## src/include/pcr_defines.svh

```systemverilog
// Bit positions and codes for the synthesizer control words 4 to 6.
// Assumes words arrive whole, 32 bits, with the select field in bits 3:0.
`ifndef PCR_DEFINES_SVH
`define PCR_DEFINES_SVH

`define PCR_SEL_MAIN_INT   4'h0
`define PCR_SEL_REF_PUMP   4'h4
`define PCR_SEL_BLEED      4'h5
`define PCR_SEL_OUTPUT     4'h6
`define PCR_SEL_LSB        0
`define PCR_SEL_MSB        3

`define PCR_RP_DITHER2     30
`define PCR_RP_MUX_MSB     29
`define PCR_RP_MUX_LSB     27
`define PCR_RP_DOUBLER     26
`define PCR_RP_HALVING     25
`define PCR_RP_RDIV_MSB    24
`define PCR_RP_RDIV_LSB    15
`define PCR_RP_DBUF        14
`define PCR_RP_CUR_MSB     13
`define PCR_RP_CUR_LSB     10
`define PCR_RP_MUX_LEVEL   8
`define PCR_RP_POLARITY    7
`define PCR_RP_PWR_DOWN    6
`define PCR_RP_PUMP_TRI    5
`define PCR_RP_CNT_RST     4

`define PCR_BS_DELAY_MSB   27
`define PCR_BS_DELAY_LSB   26
`define PCR_BS_PULSED      25
`define PCR_BS_ABP_NARROW  23
`define PCR_BS_SLIP_RED    19

`define PCR_OC_DIFF_REF    30
`define PCR_OC_DIV_MSB     23
`define PCR_OC_DIV_LSB     21
`define PCR_OC_BLEED_MSB   20
`define PCR_OC_BLEED_LSB   13
`define PCR_OC_NEG_BLEED   12
`define PCR_OC_MUTE        11
`define PCR_OC_OUT_EN      6
`define PCR_OC_PWR_MSB     5
`define PCR_OC_PWR_LSB     4

`define PCR_WORD_RESET     32'h0000_0000
`define PCR_RDIV_ONE       10'h001

`endif

```

## src/include/pcr_pkg.sv

```systemverilog
// Types shared by the control word decoder of the synthesizer.
// Assumes pcr_defines.svh supplies every bit position.
package pcr_pkg;

  // Reference path settings
  typedef struct packed {
    logic       dither2;
    logic [2:0] mux_select;
    logic       doubler;
    logic       reference_halving;
    logic [9:0] ref_divider;
    logic       mux_level;
    logic       differential_ref;
  } pcr_ref_s;

  // Phase detector and charge pump settings
  typedef struct packed {
    logic [3:0] pump_current;
    logic       polarity;
    logic       pump_tristate;
    logic       pulsed_bleed;
    logic [1:0] bleed_delay;
    logic       abp_narrow;
    logic       cycle_slip_reduction;
    logic       neg_bleed_en;
    logic [7:0] neg_bleed_level;
  } pcr_pump_s;

  // Output stage settings
  typedef struct packed {
    logic [2:0] out_divider;
    logic       mute_until_locked;
    logic       out_enable;
    logic [1:0] out_power;
    logic       out_supply_on;
  } pcr_out_s;

  // Power state of the synthesizer core
  typedef enum logic [1:0] {
    PCR_RUN,
    PCR_DOWN
  } pcr_power_e;

endpackage

```

## src/core/pcr_control_regs.sv

```systemverilog
// Decoder and holding registers for synthesizer control words 4, 5 and 6.
// Assumes the serial shifter delivers a full word with a one-cycle load strobe,
// and that digital lock detect arrives as a level synchronous to clock.
`timescale 1ns/100ps
`include "pcr_defines.svh"

// Contract
// Select 0100 loads reference/pump word, 0101 bleed word, 0110 output word.
// Bit 30 of reference word enables second stage modulator dither.
// Bits 29:27 of reference word pick the multiplexer output source.
// Bit 26 clear passes reference directly; set doubles it, both edges active.
// Bit 25 inserts divide-by-two toggle before phase detector.
// Reference divider ratio is 1 to 1023; host never writes zero.
// Output divider bits apply at main integer write when buffering enabled.
// Bits 13:10 of reference word set charge pump current.
// Bit 7 selects phase detector polarity.
// Bit 6 set powers down, clear resumes; registers keep contents.
// Power-down loads counters, tristates pump, resets lock, disables outputs.
// Host writes integer 65535 prescaler 1 before power-down, restores before exit.
// Bit 5 of reference word tristates the charge pump.
// Bit 4 of reference word holds both counters in reset.
// Bleed word bit 25 enables pulsed bleed with delay from bits 27:26.
// Bit 23 clear uses bleed delay as antibacklash width; set uses 1.6 ns.
// Bleed word bit 19 enables cycle slip reduction.
// Output word bit 30 selects differential reference input.
// Output word bits 23:21 select output divider ratio.
// Bit 12 enables negative bleed; bits 20:13 set magnitude.
// Mute bit keeps output supply off until digital lock.
// Output word bits 5:4 select output power level.
// Words are 32 bits with the select field in bits 3:0.
module pcr_control_regs
  import pcr_pkg::*;
#(
  parameter int WORD_W = 32
) (
  // Clock and reset
  input  wire logic              clock,
  input  wire logic              rst,
  // Word from the serial shifter
  input  wire logic [WORD_W-1:0] load_word,
  input  wire logic              load_strobe,
  // Loop status
  input  wire logic              lock_detect,
  // Decoded settings
  output pcr_ref_s               ref_cfg,
  output pcr_pump_s              pump_cfg,
  output pcr_out_s               out_cfg,
  output logic                   power_down,
  output logic                   counters_hold,
  output logic                   counters_reset,
  output logic                   pump_tristate_eff,
  output logic                   lock_detect_clear,
  output logic                   out_buffers_off
);

  // Held words; contents survive power-down since nothing clears them but rst
  logic [WORD_W-1:0] ref_word;
  logic [WORD_W-1:0] bleed_word;
  logic [WORD_W-1:0] out_word;
  logic [2:0]        active_divider;
  pcr_power_e        power_state;

  // Select match for one word; shared by every register decode
  function automatic logic sel_is(input logic [WORD_W-1:0] w, input logic [3:0] code);
    logic [3:0] field;
    field = w[`PCR_SEL_MSB:`PCR_SEL_LSB];
    return field == code;
  endfunction

  // Select field decode
  wire logic       hit_ref       = load_strobe && sel_is(load_word, `PCR_SEL_REF_PUMP);
  wire logic       hit_bleed     = load_strobe && sel_is(load_word, `PCR_SEL_BLEED);
  wire logic       hit_out       = load_strobe && sel_is(load_word, `PCR_SEL_OUTPUT);
  wire logic       hit_main      = load_strobe && sel_is(load_word, `PCR_SEL_MAIN_INT);

  // Buffering decision uses the currently held double-buffer enable
  wire logic       dbuf_on       = ref_word[`PCR_RP_DBUF];
  wire logic [2:0] new_div       = load_word[`PCR_OC_DIV_MSB:`PCR_OC_DIV_LSB];
  wire logic [2:0] held_div      = out_word[`PCR_OC_DIV_MSB:`PCR_OC_DIV_LSB];
  wire logic [2:0] next_divider  = (hit_out && !dbuf_on) ? new_div :
                                   hit_main ? held_div : active_divider;

  // Power-down follows the held bit; registers still load while down
  wire logic       pd_bit        = ref_word[`PCR_RP_PWR_DOWN];

  // Ratio zero is illegal; clamp so the divider never stalls
  wire logic [9:0] rdiv_raw      = ref_word[`PCR_RP_RDIV_MSB:`PCR_RP_RDIV_LSB];
  wire logic [9:0] rdiv_safe     = (rdiv_raw == 10'h000) ? `PCR_RDIV_ONE : rdiv_raw;

  wire logic       mute_on       = out_word[`PCR_OC_MUTE];

  // Next output values
  pcr_ref_s  next_ref;
  pcr_pump_s next_pump;
  pcr_out_s  next_out;

  always_comb begin
    next_ref.dither2           = ref_word[`PCR_RP_DITHER2];
    next_ref.mux_select        = ref_word[`PCR_RP_MUX_MSB:`PCR_RP_MUX_LSB];
    next_ref.doubler           = ref_word[`PCR_RP_DOUBLER];
    next_ref.reference_halving = ref_word[`PCR_RP_HALVING];
    next_ref.ref_divider       = rdiv_safe;
    next_ref.mux_level         = ref_word[`PCR_RP_MUX_LEVEL];
    next_ref.differential_ref  = out_word[`PCR_OC_DIFF_REF];
    next_pump.pump_current     = ref_word[`PCR_RP_CUR_MSB:`PCR_RP_CUR_LSB];
    next_pump.polarity         = ref_word[`PCR_RP_POLARITY];
    next_pump.pump_tristate    = ref_word[`PCR_RP_PUMP_TRI];
    next_pump.pulsed_bleed     = bleed_word[`PCR_BS_PULSED];
    next_pump.bleed_delay      = bleed_word[`PCR_BS_DELAY_MSB:`PCR_BS_DELAY_LSB];
    next_pump.abp_narrow       = bleed_word[`PCR_BS_ABP_NARROW];
    next_pump.cycle_slip_reduction = bleed_word[`PCR_BS_SLIP_RED];
    next_pump.neg_bleed_en     = out_word[`PCR_OC_NEG_BLEED];
    next_pump.neg_bleed_level  = out_word[`PCR_OC_BLEED_MSB:`PCR_OC_BLEED_LSB];
    next_out.out_divider       = active_divider;
    next_out.mute_until_locked = mute_on;
    next_out.out_enable        = out_word[`PCR_OC_OUT_EN];
    next_out.out_power         = out_word[`PCR_OC_PWR_MSB:`PCR_OC_PWR_LSB];
    next_out.out_supply_on     = !pd_bit && !(mute_on && !lock_detect);
  end

  // Word capture; loading stays live during power-down
  always_ff @(posedge clock or posedge rst) begin
    if (rst) begin
      ref_word       <= `PCR_WORD_RESET;
      bleed_word     <= `PCR_WORD_RESET;
      out_word       <= `PCR_WORD_RESET;
      active_divider <= 3'h0;
    end else begin
      if (hit_ref) ref_word <= load_word;
      if (hit_bleed) bleed_word <= load_word;
      if (hit_out) out_word <= load_word;
      active_divider <= next_divider;
    end
  end

  // Power state machine
  always_ff @(posedge clock or posedge rst) begin
    if (rst) begin
      power_state <= PCR_RUN;
    end else begin
      case (power_state)
        PCR_RUN:  if (pd_bit) power_state <= PCR_DOWN;
        PCR_DOWN: if (!pd_bit) power_state <= PCR_RUN;
        default:  power_state <= PCR_RUN;
      endcase
    end
  end

  // Registered outputs; power-down overrides apply one cycle after the bit lands
  always_ff @(posedge clock or posedge rst) begin
    if (rst) begin
      ref_cfg           <= '0;
      pump_cfg          <= '0;
      out_cfg           <= '0;
      power_down        <= 1'b0;
      counters_hold     <= 1'b0;
      counters_reset    <= 1'b0;
      pump_tristate_eff <= 1'b0;
      lock_detect_clear <= 1'b0;
      out_buffers_off   <= 1'b0;
    end else begin
      ref_cfg           <= next_ref;
      pump_cfg          <= next_pump;
      out_cfg           <= next_out;
      power_down        <= pd_bit;
      counters_hold     <= pd_bit;
      counters_reset    <= ref_word[`PCR_RP_CNT_RST];
      pump_tristate_eff <= pd_bit || ref_word[`PCR_RP_PUMP_TRI];
      lock_detect_clear <= pd_bit;
      out_buffers_off   <= pd_bit;
    end
  end

  // Word capture checks; a word followed at once by another word of the same
  // select is skipped where the check looks two edges ahead
  a_load_ref: assert property (@(posedge clock) disable iff (rst)
    hit_ref |=> ref_word == $past(load_word))
    else $error("reference word not loaded");
  a_load_bleed: assert property (@(posedge clock) disable iff (rst)
    hit_bleed |=> bleed_word == $past(load_word))
    else $error("bleed word not loaded");
  a_load_out: assert property (@(posedge clock) disable iff (rst)
    hit_out |=> out_word == $past(load_word))
    else $error("output word not loaded");
  a_ref_ignore: assert property (@(posedge clock) disable iff (rst)
    !hit_ref |=> ref_word == $past(ref_word))
    else $error("reference word changed without its select");
  a_dither_map: assert property (@(posedge clock) disable iff (rst)
    hit_ref ##1 !hit_ref |=> ref_cfg.dither2 == $past(load_word[`PCR_RP_DITHER2], 2))
    else $error("dither bit wrong");
  a_mux_map: assert property (@(posedge clock) disable iff (rst)
    hit_ref ##1 !hit_ref |=> ref_cfg.mux_select == $past(load_word[`PCR_RP_MUX_MSB:`PCR_RP_MUX_LSB], 2))
    else $error("mux select wrong");

  // Field mapping checks against the held words; the power level check uses the loaded output word
  a_doubler_map: assert property (@(posedge clock) disable iff (rst)
    ref_cfg.doubler == $past(ref_word[`PCR_RP_DOUBLER]))
    else $error("doubler bit wrong");
  a_halving_map: assert property (@(posedge clock) disable iff (rst)
    ref_cfg.reference_halving == $past(ref_word[`PCR_RP_HALVING]))
    else $error("halving bit wrong");
  a_rdiv_nonzero: assert property (@(posedge clock) disable iff (rst)
    !$past(rst) |-> ref_cfg.ref_divider != 10'h000)
    else $error("divider zero");
  a_rdiv_clamp: assert property (@(posedge clock) disable iff (rst)
    (rdiv_raw == 10'h000) |=> ref_cfg.ref_divider == `PCR_RDIV_ONE)
    else $error("zero ratio not clamped");
  a_current_map: assert property (@(posedge clock) disable iff (rst)
    pump_cfg.pump_current == $past(ref_word[`PCR_RP_CUR_MSB:`PCR_RP_CUR_LSB]))
    else $error("pump current wrong");
  a_polarity_map: assert property (@(posedge clock) disable iff (rst)
    pump_cfg.polarity == $past(ref_word[`PCR_RP_POLARITY]))
    else $error("polarity wrong");
  a_pulsed_map: assert property (@(posedge clock) disable iff (rst)
    pump_cfg.pulsed_bleed == $past(bleed_word[`PCR_BS_PULSED]))
    else $error("pulsed bleed bit wrong");
  a_delay_map: assert property (@(posedge clock) disable iff (rst)
    pump_cfg.bleed_delay == $past(bleed_word[`PCR_BS_DELAY_MSB:`PCR_BS_DELAY_LSB]))
    else $error("bleed delay wrong");
  a_abp_map: assert property (@(posedge clock) disable iff (rst)
    pump_cfg.abp_narrow == $past(bleed_word[`PCR_BS_ABP_NARROW]))
    else $error("antibacklash select wrong");
  a_slip_map: assert property (@(posedge clock) disable iff (rst)
    pump_cfg.cycle_slip_reduction == $past(bleed_word[`PCR_BS_SLIP_RED]))
    else $error("slip reduction bit wrong");
  a_diffref_map: assert property (@(posedge clock) disable iff (rst)
    ref_cfg.differential_ref == $past(out_word[`PCR_OC_DIFF_REF]))
    else $error("reference mode wrong");
  a_negbleed_en: assert property (@(posedge clock) disable iff (rst)
    pump_cfg.neg_bleed_en == $past(out_word[`PCR_OC_NEG_BLEED]))
    else $error("negative bleed enable wrong");
  a_negbleed_lvl: assert property (@(posedge clock) disable iff (rst)
    pump_cfg.neg_bleed_level == $past(out_word[`PCR_OC_BLEED_MSB:`PCR_OC_BLEED_LSB]))
    else $error("negative bleed level wrong");
  a_power_map: assert property (@(posedge clock) disable iff (rst)
    hit_out ##1 !hit_out |=> out_cfg.out_power == $past(load_word[`PCR_OC_PWR_MSB:`PCR_OC_PWR_LSB], 2))
    else $error("power level wrong");

  // Output divider buffering checks
  a_dbuf_wait: assert property (@(posedge clock) disable iff (rst)
    (hit_out && dbuf_on && !hit_main) |=> active_divider == $past(active_divider))
    else $error("buffered divider changed early");
  a_dbuf_apply: assert property (@(posedge clock) disable iff (rst)
    hit_main |=> active_divider == $past(held_div))
    else $error("divider not applied");
  a_direct_div: assert property (@(posedge clock) disable iff (rst)
    (hit_out && !dbuf_on) |=> active_divider == $past(new_div))
    else $error("unbuffered divider not applied");
  a_div_out: assert property (@(posedge clock) disable iff (rst)
    out_cfg.out_divider == $past(active_divider))
    else $error("output divider wrong");

  // Power-down, pump, counter and mute checks
  a_pd_output: assert property (@(posedge clock) disable iff (rst)
    power_down == $past(pd_bit))
    else $error("power-down level wrong");
  a_pd_keeps: assert property (@(posedge clock) disable iff (rst)
    (pd_bit && !hit_bleed) |=> bleed_word == $past(bleed_word))
    else $error("content lost");
  a_pd_effects: assert property (@(posedge clock) disable iff (rst)
    pd_bit |=> pump_tristate_eff && counters_hold && out_buffers_off && !out_cfg.out_supply_on)
    else $error("power-down effects missing");
  a_pd_lock_clr: assert property (@(posedge clock) disable iff (rst)
    pd_bit |=> lock_detect_clear)
    else $error("lock detect not cleared");
  a_pump_normal: assert property (@(posedge clock) disable iff (rst)
    (!pd_bit && !ref_word[`PCR_RP_PUMP_TRI]) |=> !pump_tristate_eff)
    else $error("pump tristated without cause");
  a_pump_tri: assert property (@(posedge clock) disable iff (rst)
    ref_word[`PCR_RP_PUMP_TRI] |=> pump_tristate_eff && pump_cfg.pump_tristate)
    else $error("pump tristate missing");
  a_cnt_reset: assert property (@(posedge clock) disable iff (rst)
    ref_word[`PCR_RP_CNT_RST] |=> counters_reset)
    else $error("counter reset missing");
  a_cnt_release: assert property (@(posedge clock) disable iff (rst)
    !ref_word[`PCR_RP_CNT_RST] |=> !counters_reset)
    else $error("counter reset stuck");
  a_mute_lock: assert property (@(posedge clock) disable iff (rst)
    (mute_on && !lock_detect) |=> !out_cfg.out_supply_on)
    else $error("mute ignored");
  a_supply_lock: assert property (@(posedge clock) disable iff (rst)
    (!pd_bit && lock_detect) |=> out_cfg.out_supply_on)
    else $error("supply off while locked");

  c_pd_entry: cover property (@(posedge clock) disable iff (rst) power_state == PCR_DOWN);
  c_dbuf_path: cover property (@(posedge clock) disable iff (rst) hit_out && dbuf_on ##[1:20] hit_main);
  c_direct_div: cover property (@(posedge clock) disable iff (rst) hit_out && !dbuf_on);
  c_mute_held: cover property (@(posedge clock) disable iff (rst) mute_on && !lock_detect);
  c_back_to_back: cover property (@(posedge clock) disable iff (rst) hit_ref ##1 hit_bleed);

endmodule

```

## config.mk

```make
export PLATFORM = sky130hd
export DESIGN_NAME = pcr_control_regs
export DESIGN_NICKNAME = d
export VERILOG_FILES = /design/src/include/pcr_pkg.sv /design/src/core/pcr_control_regs.sv
export VERILOG_INCLUDE_DIRS = /design/src /design/src/include
export SDC_FILE = /design/constraint.sdc
export NUM_CORES = 1
export LEC_CHECK = 0
export BUFFER_PORTS_ARGS = -buffer_cell sky130_fd_sc_hd__buf_2
export CAP_MARGIN = 20
export CORE_ASPECT_RATIO = 1.25
export CORE_UTILIZATION = 33
export CTS_CLUSTER_SIZE = 40
export DETAILED_ROUTE_END_ITERATION = 6
export SYNTH_ARGS = -nofsm -noshare
export SYNTH_HDL_FRONTEND = slang
export SYNTH_SLANG_ARGS = --single-unit
```

## constraint.sdc

```tcl
create_clock -name clock -period 9.4 [get_ports clock]
set_input_delay 1.88 -clock clock [delete_from_list [all_inputs] [get_ports clock]]
set_output_delay 1.88 -clock clock [all_outputs]
set_load 0.01 [all_outputs]
```

======== Yosys cells after proc, flatten, opt, wreduce, memory -nomap -nowiden ========
Cells that the tools add are included.
Widths: inputs -> output; s select.
word-level totals
  register bits after elaboration ......... 142
  input bits .............................. 36
  output and inout port bits .............. 52
  logic and storage cells ................. 49
cells by class
  equal/unequal tests ..................... 3
  multiplexer cells ....................... 3
  reductions and logical operators ........ 15
operator list
  cell                count
  $eq 4x3->1 const B  3
  $logic_not 10->1    1
  $mux 10             1
  $logic_and 1x1->1   7
  $mux 3              2
  $logic_not 1->1     4
  $logic_not 4->1     1
  $reduce_bool 2->1   1
  $logic_or 1x1->1    1

======== Longest topological paths before layout ========
Gate-level depths: netlist of the first run.
  depth after elaboration ................. 4
  depth in mapped cells ................... 5
  mapped depth without buffers ............ 3

======== Least setup slack after synthesis of the first run ========
Ideal clock, no wire load.
  kind .................................... input to register
  from .................................... input load_word[3]
  to ...................................... register out_word[17]
  setup time .............................. 0.125 ns
  arrival ................................. 2.954 ns
  data required time ...................... 9.275 ns
  path slack .............................. 6.322 ns
  cell stages on the path ................. 4
  buffers on the path ..................... 1
  cells stage by stage .................... nand3b_4 > nor3b_4 > buf_4 > mux2_2
between the ends
  cells in the longest elaborated chain, start to end .. 2
RTL lines
  element               line                     text
  start, declared       pcr_control_regs.sv:40   input wire logic [WORD_W-1:0] load_word,
  $eq 4x3->1            pcr_control_regs.sv:67   return field == code;
  $logic_and 1x1->1     pcr_control_regs.sv:73   wire logic hit_out = load_strobe && sel_is(load_word, `PCR_SEL_OUTPUT);
  end signal, assigned  pcr_control_regs.sv:126  out_word <= `PCR_WORD_RESET;
  end signal, assigned  pcr_control_regs.sv:131  if (hit_out) out_word <= load_word;
  end, declared         pcr_control_regs.sv:59   logic [WORD_W-1:0] out_word;
No other way between the ends.
A chain may end at the register's enable or synchronous reset.

======== Final worst setup path of the first run ========
  from .................................... input load_word[3]
  to ...................................... register ref_word[7]
between the ends
  cells in the longest elaborated chain, start to end .. 2
RTL lines
  element               line                     text
  $eq 4x3->1            pcr_control_regs.sv:67
  $logic_and 1x1->1     pcr_control_regs.sv:71   wire logic hit_ref = load_strobe && sel_is(load_word, `PCR_SEL_REF_PUMP);
  end signal, assigned  pcr_control_regs.sv:124  ref_word <= `PCR_WORD_RESET;
  end signal, assigned  pcr_control_regs.sv:129  if (hit_ref) ref_word <= load_word;
  end, declared         pcr_control_regs.sv:57   logic [WORD_W-1:0] ref_word;
No other way between the ends.

==> impl_metrics.toml, run 1 <==
[cts]
clk_path_buf_depth = 2
cts_made_buffers = 9
clk_latency_ns = 0.34
post_cts_resized = 0
cts_root_buf = "clkbuf_16"
htree_levels = 3
clock-sinks = 100
post_cts_buffers = 0
hold_buffers = 0
cts_tree = "done"
path_clk_slew_ns = 0.06

[critical_path]
cp_data_required_time_ns = 9.62
crit_start = "load_word[3]"
cp-end-kind = "register"
path_max_fanout = 26
worstReg2RegEnd = "active_divider[2]"
cp-start-kind = "input pin"
crit_end = "ref_word[7]"
path_cells = "buf_2 > nand3b_4 > or3_2 > mux2_4"
reg2regPathDepth = 3
path_class = "input pin to register"
crit_slowest_cell = "or3_2"
worst-r2r-setup-slack_ns = 7.93
max_stage_delay_ns = 0.84
r2r-start = "ref_word[14]"
cp.arrival_ns = 3.47

[pwr]
p_int_mw = 0.846
power.leakage_nw = 2.13
p_per_area_nw_per_um2 = 264
power_frac_seq_pct = 51.6
swShare_pct = 23.8
p_sw_mw = 0.265
pwr-share-comb_pct = 15.2
ir_drop_mv = 0.0962
clockPowerShare_pct = 33.2

[timing]
layout_setup_ws_ns = 6.14
slew_viol_final = 0
worst_pin_slew_ns = 0.993
final_hold_viol_count = 0
rsz0062_at_grt = "false"
setup_tns_ns = 0
max_freq_mhz = 307
fin_skew_ns = 0.00507
setup_violations = 0
finalCritPeriodShare_pct = 34.6
min_period_ns = 3.26
slew_headroom_pct = 33.8

[cells_and_area]
seqCellArea_um2 = 2500
postLayoutCellArea_um2 = 4210
drive_gt1_share_pct = 56.9
finalNetCount = 305
fillers = 958
syn_to_final_growth_pct = 23.3
num_antenna_cells = 0
multi_input_area_um2 = 785

[floorplan]
core_area_um2 = 10100
dieArea_um2 = 10800
initial_core_util_pct = 33.9
std_cell_rows = 41
io_pins = 88
die_w_um = 93.0
fp.dieH_um = 116

[synthesis]
yosysUniqueCellTypes = 22
postSynthCellCount = 187
synth-seq-cells = 100
syn_nets = 223
avgSynthCellArea_um2 = 18.2
ys_warn_count = 0
yosysSeqAreaShare_pct = 73.3
synthesis.area_um2 = 3410

[route]
vias_per_cell = 4.39
wire_per_inst_um = 14.1
routed_wl_mm = 5.69
via_count = 1770
drtPass1Iterations = 4
drtIter0Drc = 47
drtAntennaViolNets = 0
drc = 0

[placement]
dp_hpwl_mm = 3.86
gp_congestion = 0.674
pre_cts_ws_ns = 5.77
dpl_cell_area_um2 = 3890
io_buffers = 85

[grt]
grt_antenna_before_repair = 0
grt_max_degree = 59
grt_pass1_vias = 1842
gr-total-overflow = 0
grt_use_total_pct = 11.8
grt_pass1_wl_mm = 9.36

[job]
cap_violations = 0

[run_status]
outcome = "finished clean"

[worst_hold_path]
min_path_cells = 0
hold_path_class = "register to register"
[cell families after synthesis]
logic type      after synthesis  share of synthesized area [%]
compound gates                6                           1.54
buf+inv                      19                           3.70
flops                       100                           73.3
mux                          48                           18.0
simple gates                 14                           3.37
[how the worst min path moves through the flow]
stage	from	to	slack [ns]
after floorplan	ref_word[12]	pump_cfg[18]	0.35
after detailed placement	out_word[20]	pump_cfg[7]	0.36
final	out_word[16]	pump_cfg[3]	0.37
after CTS	out_word[20]	pump_cfg[7]	0.37
after global routing	out_word[19]	pump_cfg[6]	0.38
after global placement	out_word[4]	out_cfg[1]	0.36
[through the flow]
stage	hold WS [ns]	power (mW)	utilization, %	instances
floorplan	0.349	0.682	-	187
global placement	0.356	0.748	38.7	386
detailed placement	0.359	0.754	38.7	386
CTS	0.373	1.13	41.8	402
global route	0.380	1.17	41.8	403
finish	0.370	1.11	41.8	403
[flip-flops by register name (all words and copies together), names as in the netlist, 3 cells and up]
name and count:
pump_cfg 20, active_divider 3, ref_cfg 18, ref_word 26, out_word 17, out_cfg 8, bleed_word 5
[cells in the final DEF (no fill, tap or decap), drive strengths merged]
cell type  synthesis  layout
a21oi              1       1
buf                7      86
nor3b              2       2
inv                3       3
or3b               1       1
clkbuf             9      14
or2                1       1
mux2              48      48
a221o              3       3
and3               3       3
clkinvlp           0       2
nor4               2       2
nand3b             1       1
a2bb2oi            1       1
nor2               2       2
a31o               1       1
nor4b              1       1
bufinv             0       1
or3                1       1
dfrtp            100     100
[area by class of cell]
cell class	count	area share (%)
Multi-Input combinational cell	68	18.6
Tap cell	129	3.84
Timing Repair Buffer	87	10.5
Clock inverter	3	1.07
Sequential cell	100	59.5
Clock buffer	13	6.18
Inverter	3	0.327
[synth_stat cells]
cell       count  share of area (%)
and3_1         3               0.55
a221o_1        3               0.88
dfrtp_1      100                 73
nor2_1         2               0.22
a2bb2oi_1      1               0.26
nor3b_4        1               0.55
buf_12         2                1.2
or2_2          1               0.18
or3_1          1               0.18
clkbuf_1       9               0.99
buf_6          1               0.33
a31o_2         1               0.26
or3b_2         1               0.26
nor4_1         2               0.37
inv_1          3               0.33
nor3b_1        1               0.22
nor4b_1        1               0.26
mux2_2        28                9.2
buf_4          4               0.88
a21oi_1        1               0.15
nand3b_4       1               0.59
mux2_4        20                8.8
[critical path: cells and delay by family]
kind	cells	cell delay, ns
buffers and inverters	1	0.11
and+or+nand+nor	2	1.02
muxes	1	0.44
[power groups by stage]
stage / combinational [mW] / sequential, mW / clock (mW)
floorplan: 0.0822 / 0.600 / 0
global placement: 0.170 / 0.578 / 0
detailed placement: 0.172 / 0.582 / 0
CTS: 0.173 / 0.575 / 0.382
global route: 0.186 / 0.585 / 0.403
finish: 0.169 / 0.573 / 0.369
[per-layer routing]
metal  routed length (um)  vias up  track usage, %
met5                    0        -               0
met4                   94        0            4.92
met3                  421        6            4.99
met2                 2760       61            18.2
met1                 2420      904            14.6
li1                     -      799               -
(Power assumes the default switching activity.)
==> inputs of run 2 (changes only) <==
==> constraint.sdc (replaced) <==
create_clock -name clock -period 2.9 [get_ports clock]
set_input_delay 0.58 -clock clock [delete_from_list [all_inputs] [get_ports clock]]
set_output_delay 0.58 -clock clock [all_outputs]
set_load 0.01 [all_outputs]
==> run 2 against run 1 <==
  * Power increased to 3.2 times the previous value
  * Clock skew increased by 0.0023 ns
  * First-iteration DRC count decreased by 23%
  * Sequential power increased to 3.2 times the previous value
  * Critical path depth unchanged
  * Register-to-register slack got worse by 6.5 ns
  * Final area increased by 0.36%
  * Combinational power increased to 3.3 times the previous value
  * Via count decreased by 0.40%
  * Die area unchanged
  * Utilization increased by 0.15 points
  * Critical endpoint is now ref_word[28]
  * Largest cell class unchanged
  * Highest routed layer unchanged
==> impl_metrics.toml, run 2 (synthesis gave the netlist of run 1 again) <==
[timing]
worst_pin_slew_ns = 0.884
slew_headroom_pct = 41.1
final_hold_viol_count = 0
layout_setup_ws_ns = 0.967
fin_skew_ns = 0.00734
setup_violations = 0
finalCritPeriodShare_pct = 66.7
rsz0062_at_grt = "false"
setup_tns_ns = 0
min_period_ns = 1.93
slew_viol_final = 0
max_freq_mhz = 517

[pwr]
total_power_mw = 3.59
power.leakage_nw = 2.14
ir_drop_mv = 0.287
p_per_area_nw_per_um2 = 849

[floorplan]
std_cell_rows = 41
initial_core_util_pct = 33.9
core_area_um2 = 10100
dieArea_um2 = 10800
die_w_um = 93.0
io_pins = 88
fp.dieH_um = 116

[worst_hold_path]
holdCritStartpoint = "out_word[17]"
hold_path_class = "register to register"
min_path_cells = 0
min_to = "pump_cfg[4]"

[grt]
grt_use_total_pct = 11.7
gr-total-overflow = 0
grt_antenna_before_repair = 0
grt_pass1_wl_mm = 9.30
grt_max_degree = 62
grt_pass1_vias = 1822

[cts]
clk_latency_ns = 0.33
clock-sinks = 100
hold_buffers = 0
cts_made_buffers = 9
post_cts_resized = 0
cts_tree = "done"
path_clk_slew_ns = 0.06
htree_levels = 3
clk_path_buf_depth = 2
cts_root_buf = "clkbuf_16"
post_cts_buffers = 0

[route]
drtAntennaViolNets = 0
wire_per_inst_um = 14.1
drc = 0
drtIter0Drc = 36
drtPass1Iterations = 4
routed_wl_mm = 5.71
via_count = 1763
vias_per_cell = 4.35

[critical_path]
cp.arrival_ns = 2.14
cp_data_required_time_ns = 3.11
reg2regPathDepth = 3
cp-end-kind = "register"
cp-start-kind = "input pin"
path_max_fanout = 26
worstReg2RegEnd = "active_divider[0]"
worst-r2r-setup-slack_ns = 1.44
path_class = "input pin to register"
r2r-start = "ref_word[14]"

[cells_and_area]
num_antenna_cells = 0
fillers = 963
final_cell_mix = "dfrtp_1 (100), buf_2 (85), mux2_2 (28), mux2_4 (20), clkbuf_16 (9)"
top_regs = "ref_word (26), pump_cfg (20), ref_cfg (18)"
final_common_cell = "dfrtp_1"
largest_register = "ref_word"
largest_register_ffs = 26
finalNetCount = 307
drive_gt1_share_pct = 57.6
syn_to_final_growth_pct = 23.8

[placement]
pre_cts_ws_ns = 0.584
dp_hpwl_mm = 3.92
io_buffers = 85
gp_congestion = 0.684

[run_status]
outcome = "finished clean"

[job]
cap_violations = 0
run 2: changes by cell type in the layout (fill, tap and decap cells not counted), sizes merged:
cell	delta
buf	+3
inv	-1
clkbuf	-2
clkinv	+2
run 2: worst max path at each step:
stage,cells after the start,start,end,slack [ns]
after floorplan,4,load_word[3],out_word[17],1.12
after global placement,4,load_word[3],ref_word[10],0.60
after detailed placement,4,load_word[3],ref_word[28],0.58
after CTS,4,load_word[3],ref_word[28],0.94
after global routing,4,load_word[3],ref_word[10],0.91
final,4,load_word[3],ref_word[28],0.97
run 2: layout make-up:
cell class	instances	area (um2)	share of cell area, %
inverter	3	15.0	0.356
tap	129	161	3.82
clock inverter	4	47.5	1.13
sequential	100	2500	59.3
clock buffer	12	256	6.07
timing repair buffer	89	455	10.8
multi-input combinational	68	785	18.6
run 2: critical path, stage by stage:
cell	delay (ns)
buf_2	0.11
nand3b_4	0.18
or3_2	0.83
mux2_4	0.43
run 2: per-layer routing:
metal / share of wire (%) / GRT usage (%) / vias up
met4: 1.4 / 5.23 / 0
met1: 43 / 14.6 / 898
met3: 5.9 / 4.53 / 8
li1: - / - / 799
met2: 49 / 18.0 / 58
met5: 0 / 0 / -
run 2: through the flow:
| step | std cells | hold WS [ns] | instance area (um2) | util (%) |
|---|---|---|---|---|
| 6_report | 405 | 0.370 | 4220 | 42.0 |
| 5_1_grt | 405 | 0.377 | 4220 | 42.0 |
| 2_1_floorplan | 187 | 0.349 | 3420 | - |
| 3_3_place_gp | 389 | 0.356 | 3920 | 39.0 |
| 4_1_cts | 405 | 0.370 | 4220 | 42.0 |
| 3_5_place_dp | 389 | 0.357 | 3920 | 39.0 |
run 2: where the power goes:
part           internal, mW  total, mW  switching, mW
clock network         0.712       1.18          0.466
logic                 0.306      0.551          0.245
registers              1.72       1.86          0.135
==> inputs of run 3 (changes only) <==
==> constraint.sdc (replaced) <==
create_clock -name clock -period 1.9 [get_ports clock]
set_input_delay 0.38 -clock clock [delete_from_list [all_inputs] [get_ports clock]]
set_output_delay 0.38 -clock clock [all_outputs]
set_load 0.01 [all_outputs]
==> run 3 against run 2 <==
  * Cell count up 0.74%
  * Global-route usage down 0.36 points
  * Final area up 1.7%
  * Register-to-register slack worse by 0.98 ns
  * Power up 53%
  * Critical endpoint is now ref_word[29]
  * Largest power group unchanged
==> impl_metrics.toml, run 3 (synthesis gave the netlist of run 1 again) <==
[cells_and_area]
final_cell_mix = "dfrtp_1 (100), buf_2 (85), mux2_2 (28), mux2_4 (20), clkbuf_16 (9)"
syn_to_final_growth_pct = 25.9
drive_gt1_share_pct = 58.4
finalNetCount = 310
top_regs = "ref_word (26), pump_cfg (20), ref_cfg (18)"
largest_register_ffs = 26
largest_register = "ref_word"
final_common_cell = "dfrtp_1"
postLayoutCellArea_um2 = 4290
num_antenna_cells = 0

[timing]
worst_pin_slew_ns = 0.526
finalCritPeriodShare_pct = 76.4
setup_violations = 0
fin_skew_ns = 0.00634
setup_tns_ns = 0
slew_headroom_pct = 64.9
slew_viol_final = 0
max_freq_mhz = 689
final_hold_viol_count = 0
min_period_ns = 1.45
rsz0062_at_grt = "false"

[critical_path]
path_class = "input pin to register"
cp-start-kind = "input pin"
cp.arrival_ns = 1.67
cp-end-kind = "register"
worst-r2r-setup-slack_ns = 0.46
cp_data_required_time_ns = 2.12
path_max_fanout = 15

[route]
routed_wl_mm = 5.71
wire_per_inst_um = 14.0
vias_per_cell = 4.35
drtAntennaViolNets = 0
m1WireLength_mm = 2.58
drc = 0
drtIter0Drc = 48
met2WireLength_mm = 2.70
top_layer = "met4"
drtPass1Iterations = 4
via_count = 1776
route.met3.wl_um = 350

[cts]
post_cts_buffers = 0
clk_path_buf_depth = 2
hold_buffers = 0
post_cts_resized = 0
cts_made_buffers = 9
clk_latency_ns = 0.33
clock-sinks = 100
htree_levels = 3
path_clk_slew_ns = 0.06
cts_tree = "done"
cts_root_buf = "clkbuf_16"

[grt]
grt_max_degree = 101
grt_pass1_wl_mm = 9.06
grt_antenna_before_repair = 1
grt_pass1_vias = 1802
gr-total-overflow = 0
grt_use_total_pct = 11.3

[placement]
dpl_cell_area_um2 = 3990
io_buffers = 85
dp_hpwl_mm = 3.79
gp_congestion = 0.701

[pwr]
p_per_area_nw_per_um2 = 1280
ir_drop_mv = 0.411
power.leakage_nw = 2.17

[worst_hold_path]
hold_path_class = "input pin to asynchronous set/reset pin"

[floorplan]
std_cell_rows = 41
io_pins = 88
core_area_um2 = 10100
initial_core_util_pct = 33.9
dieArea_um2 = 10800
die_w_um = 93.0
fp.dieH_um = 116

[job]
cap_violations = 0

[run_status]
outcome = "finished clean"
run 3: changes by cell type in the layout (fill, tap and decap cells not counted):
| cell | before | now |
|---|---|---|
| buf_4 | 4 | 3 |
| clkbuf_1 | 1 | 0 |
| clkinv_4 | 0 | 1 |
| clkbuf_8 | 2 | 1 |
| clkinvlp_4 | 2 | 3 |
| buf_12 | 0 | 4 |
run 3: layout make-up:
cell class                      count  area (um2)
Clock buffer                       10         239
Clock inverter                      6        63.8
Fill cell                         962        5760
Inverter                            3        15.0
Multi-Input combinational cell     68         785
Sequential cell                   100        2500
Tap cell                          129         161
Timing Repair Buffer               92         528
run 3: where the power goes:
| part | total, mW | internal (mW) | switching [mW] |
|---|---|---|---|
| Sequential | 2.83 | 2.63 | 0.203 |
| Clock | 1.80 | 1.05 | 0.752 |
| Combinational | 0.848 | 0.473 | 0.375 |
| Total | 5.48 | 4.15 | 1.33 |
run 3: path summary, 6_finish.rpt:
check	from	cells after the start	endpoint
max	load_word[3]	5	ref_word[29]
min	rst	3	pump_cfg[16]
max reg2reg	ref_word[14]	3	active_divider[0]
min reg2reg	ref_word[13]	0	pump_cfg[19]
max in group asynchronous	rst	3	ref_cfg[9]
min in group clock	load_word[24]	2	ref_word[24]
run 3: critical path, cell delays in order:
cell,delay (ns)
buf_2,0.11
nand3b_4,0.18
or3_2,0.49
buf_12,0.19
mux2_4,0.30
run 3: metrics by stage:
stage	hold WS, ns	power, mW	utilization (%)	setup slack (ns)	std cells
finish	0.196	5.48	42.7	0.448	408
detailed placement	0.357	3.74	39.7	0.102	392
global route	0.244	5.78	42.7	0.417	408
global placement	0.355	3.71	39.7	0.109	392
floorplan	0.349	3.37	-	0.322	187
CTS	0.219	5.57	42.7	0.458	408
run 3: layer usage:
layer | GRT usage (%) | vias to the layer above
li1 | - | 811
met1 | 14.4 | 897
met2 | 17.4 | 61
met3 | 4.07 | 7
met4 | 5.23 | 0
met5 | 0 | -
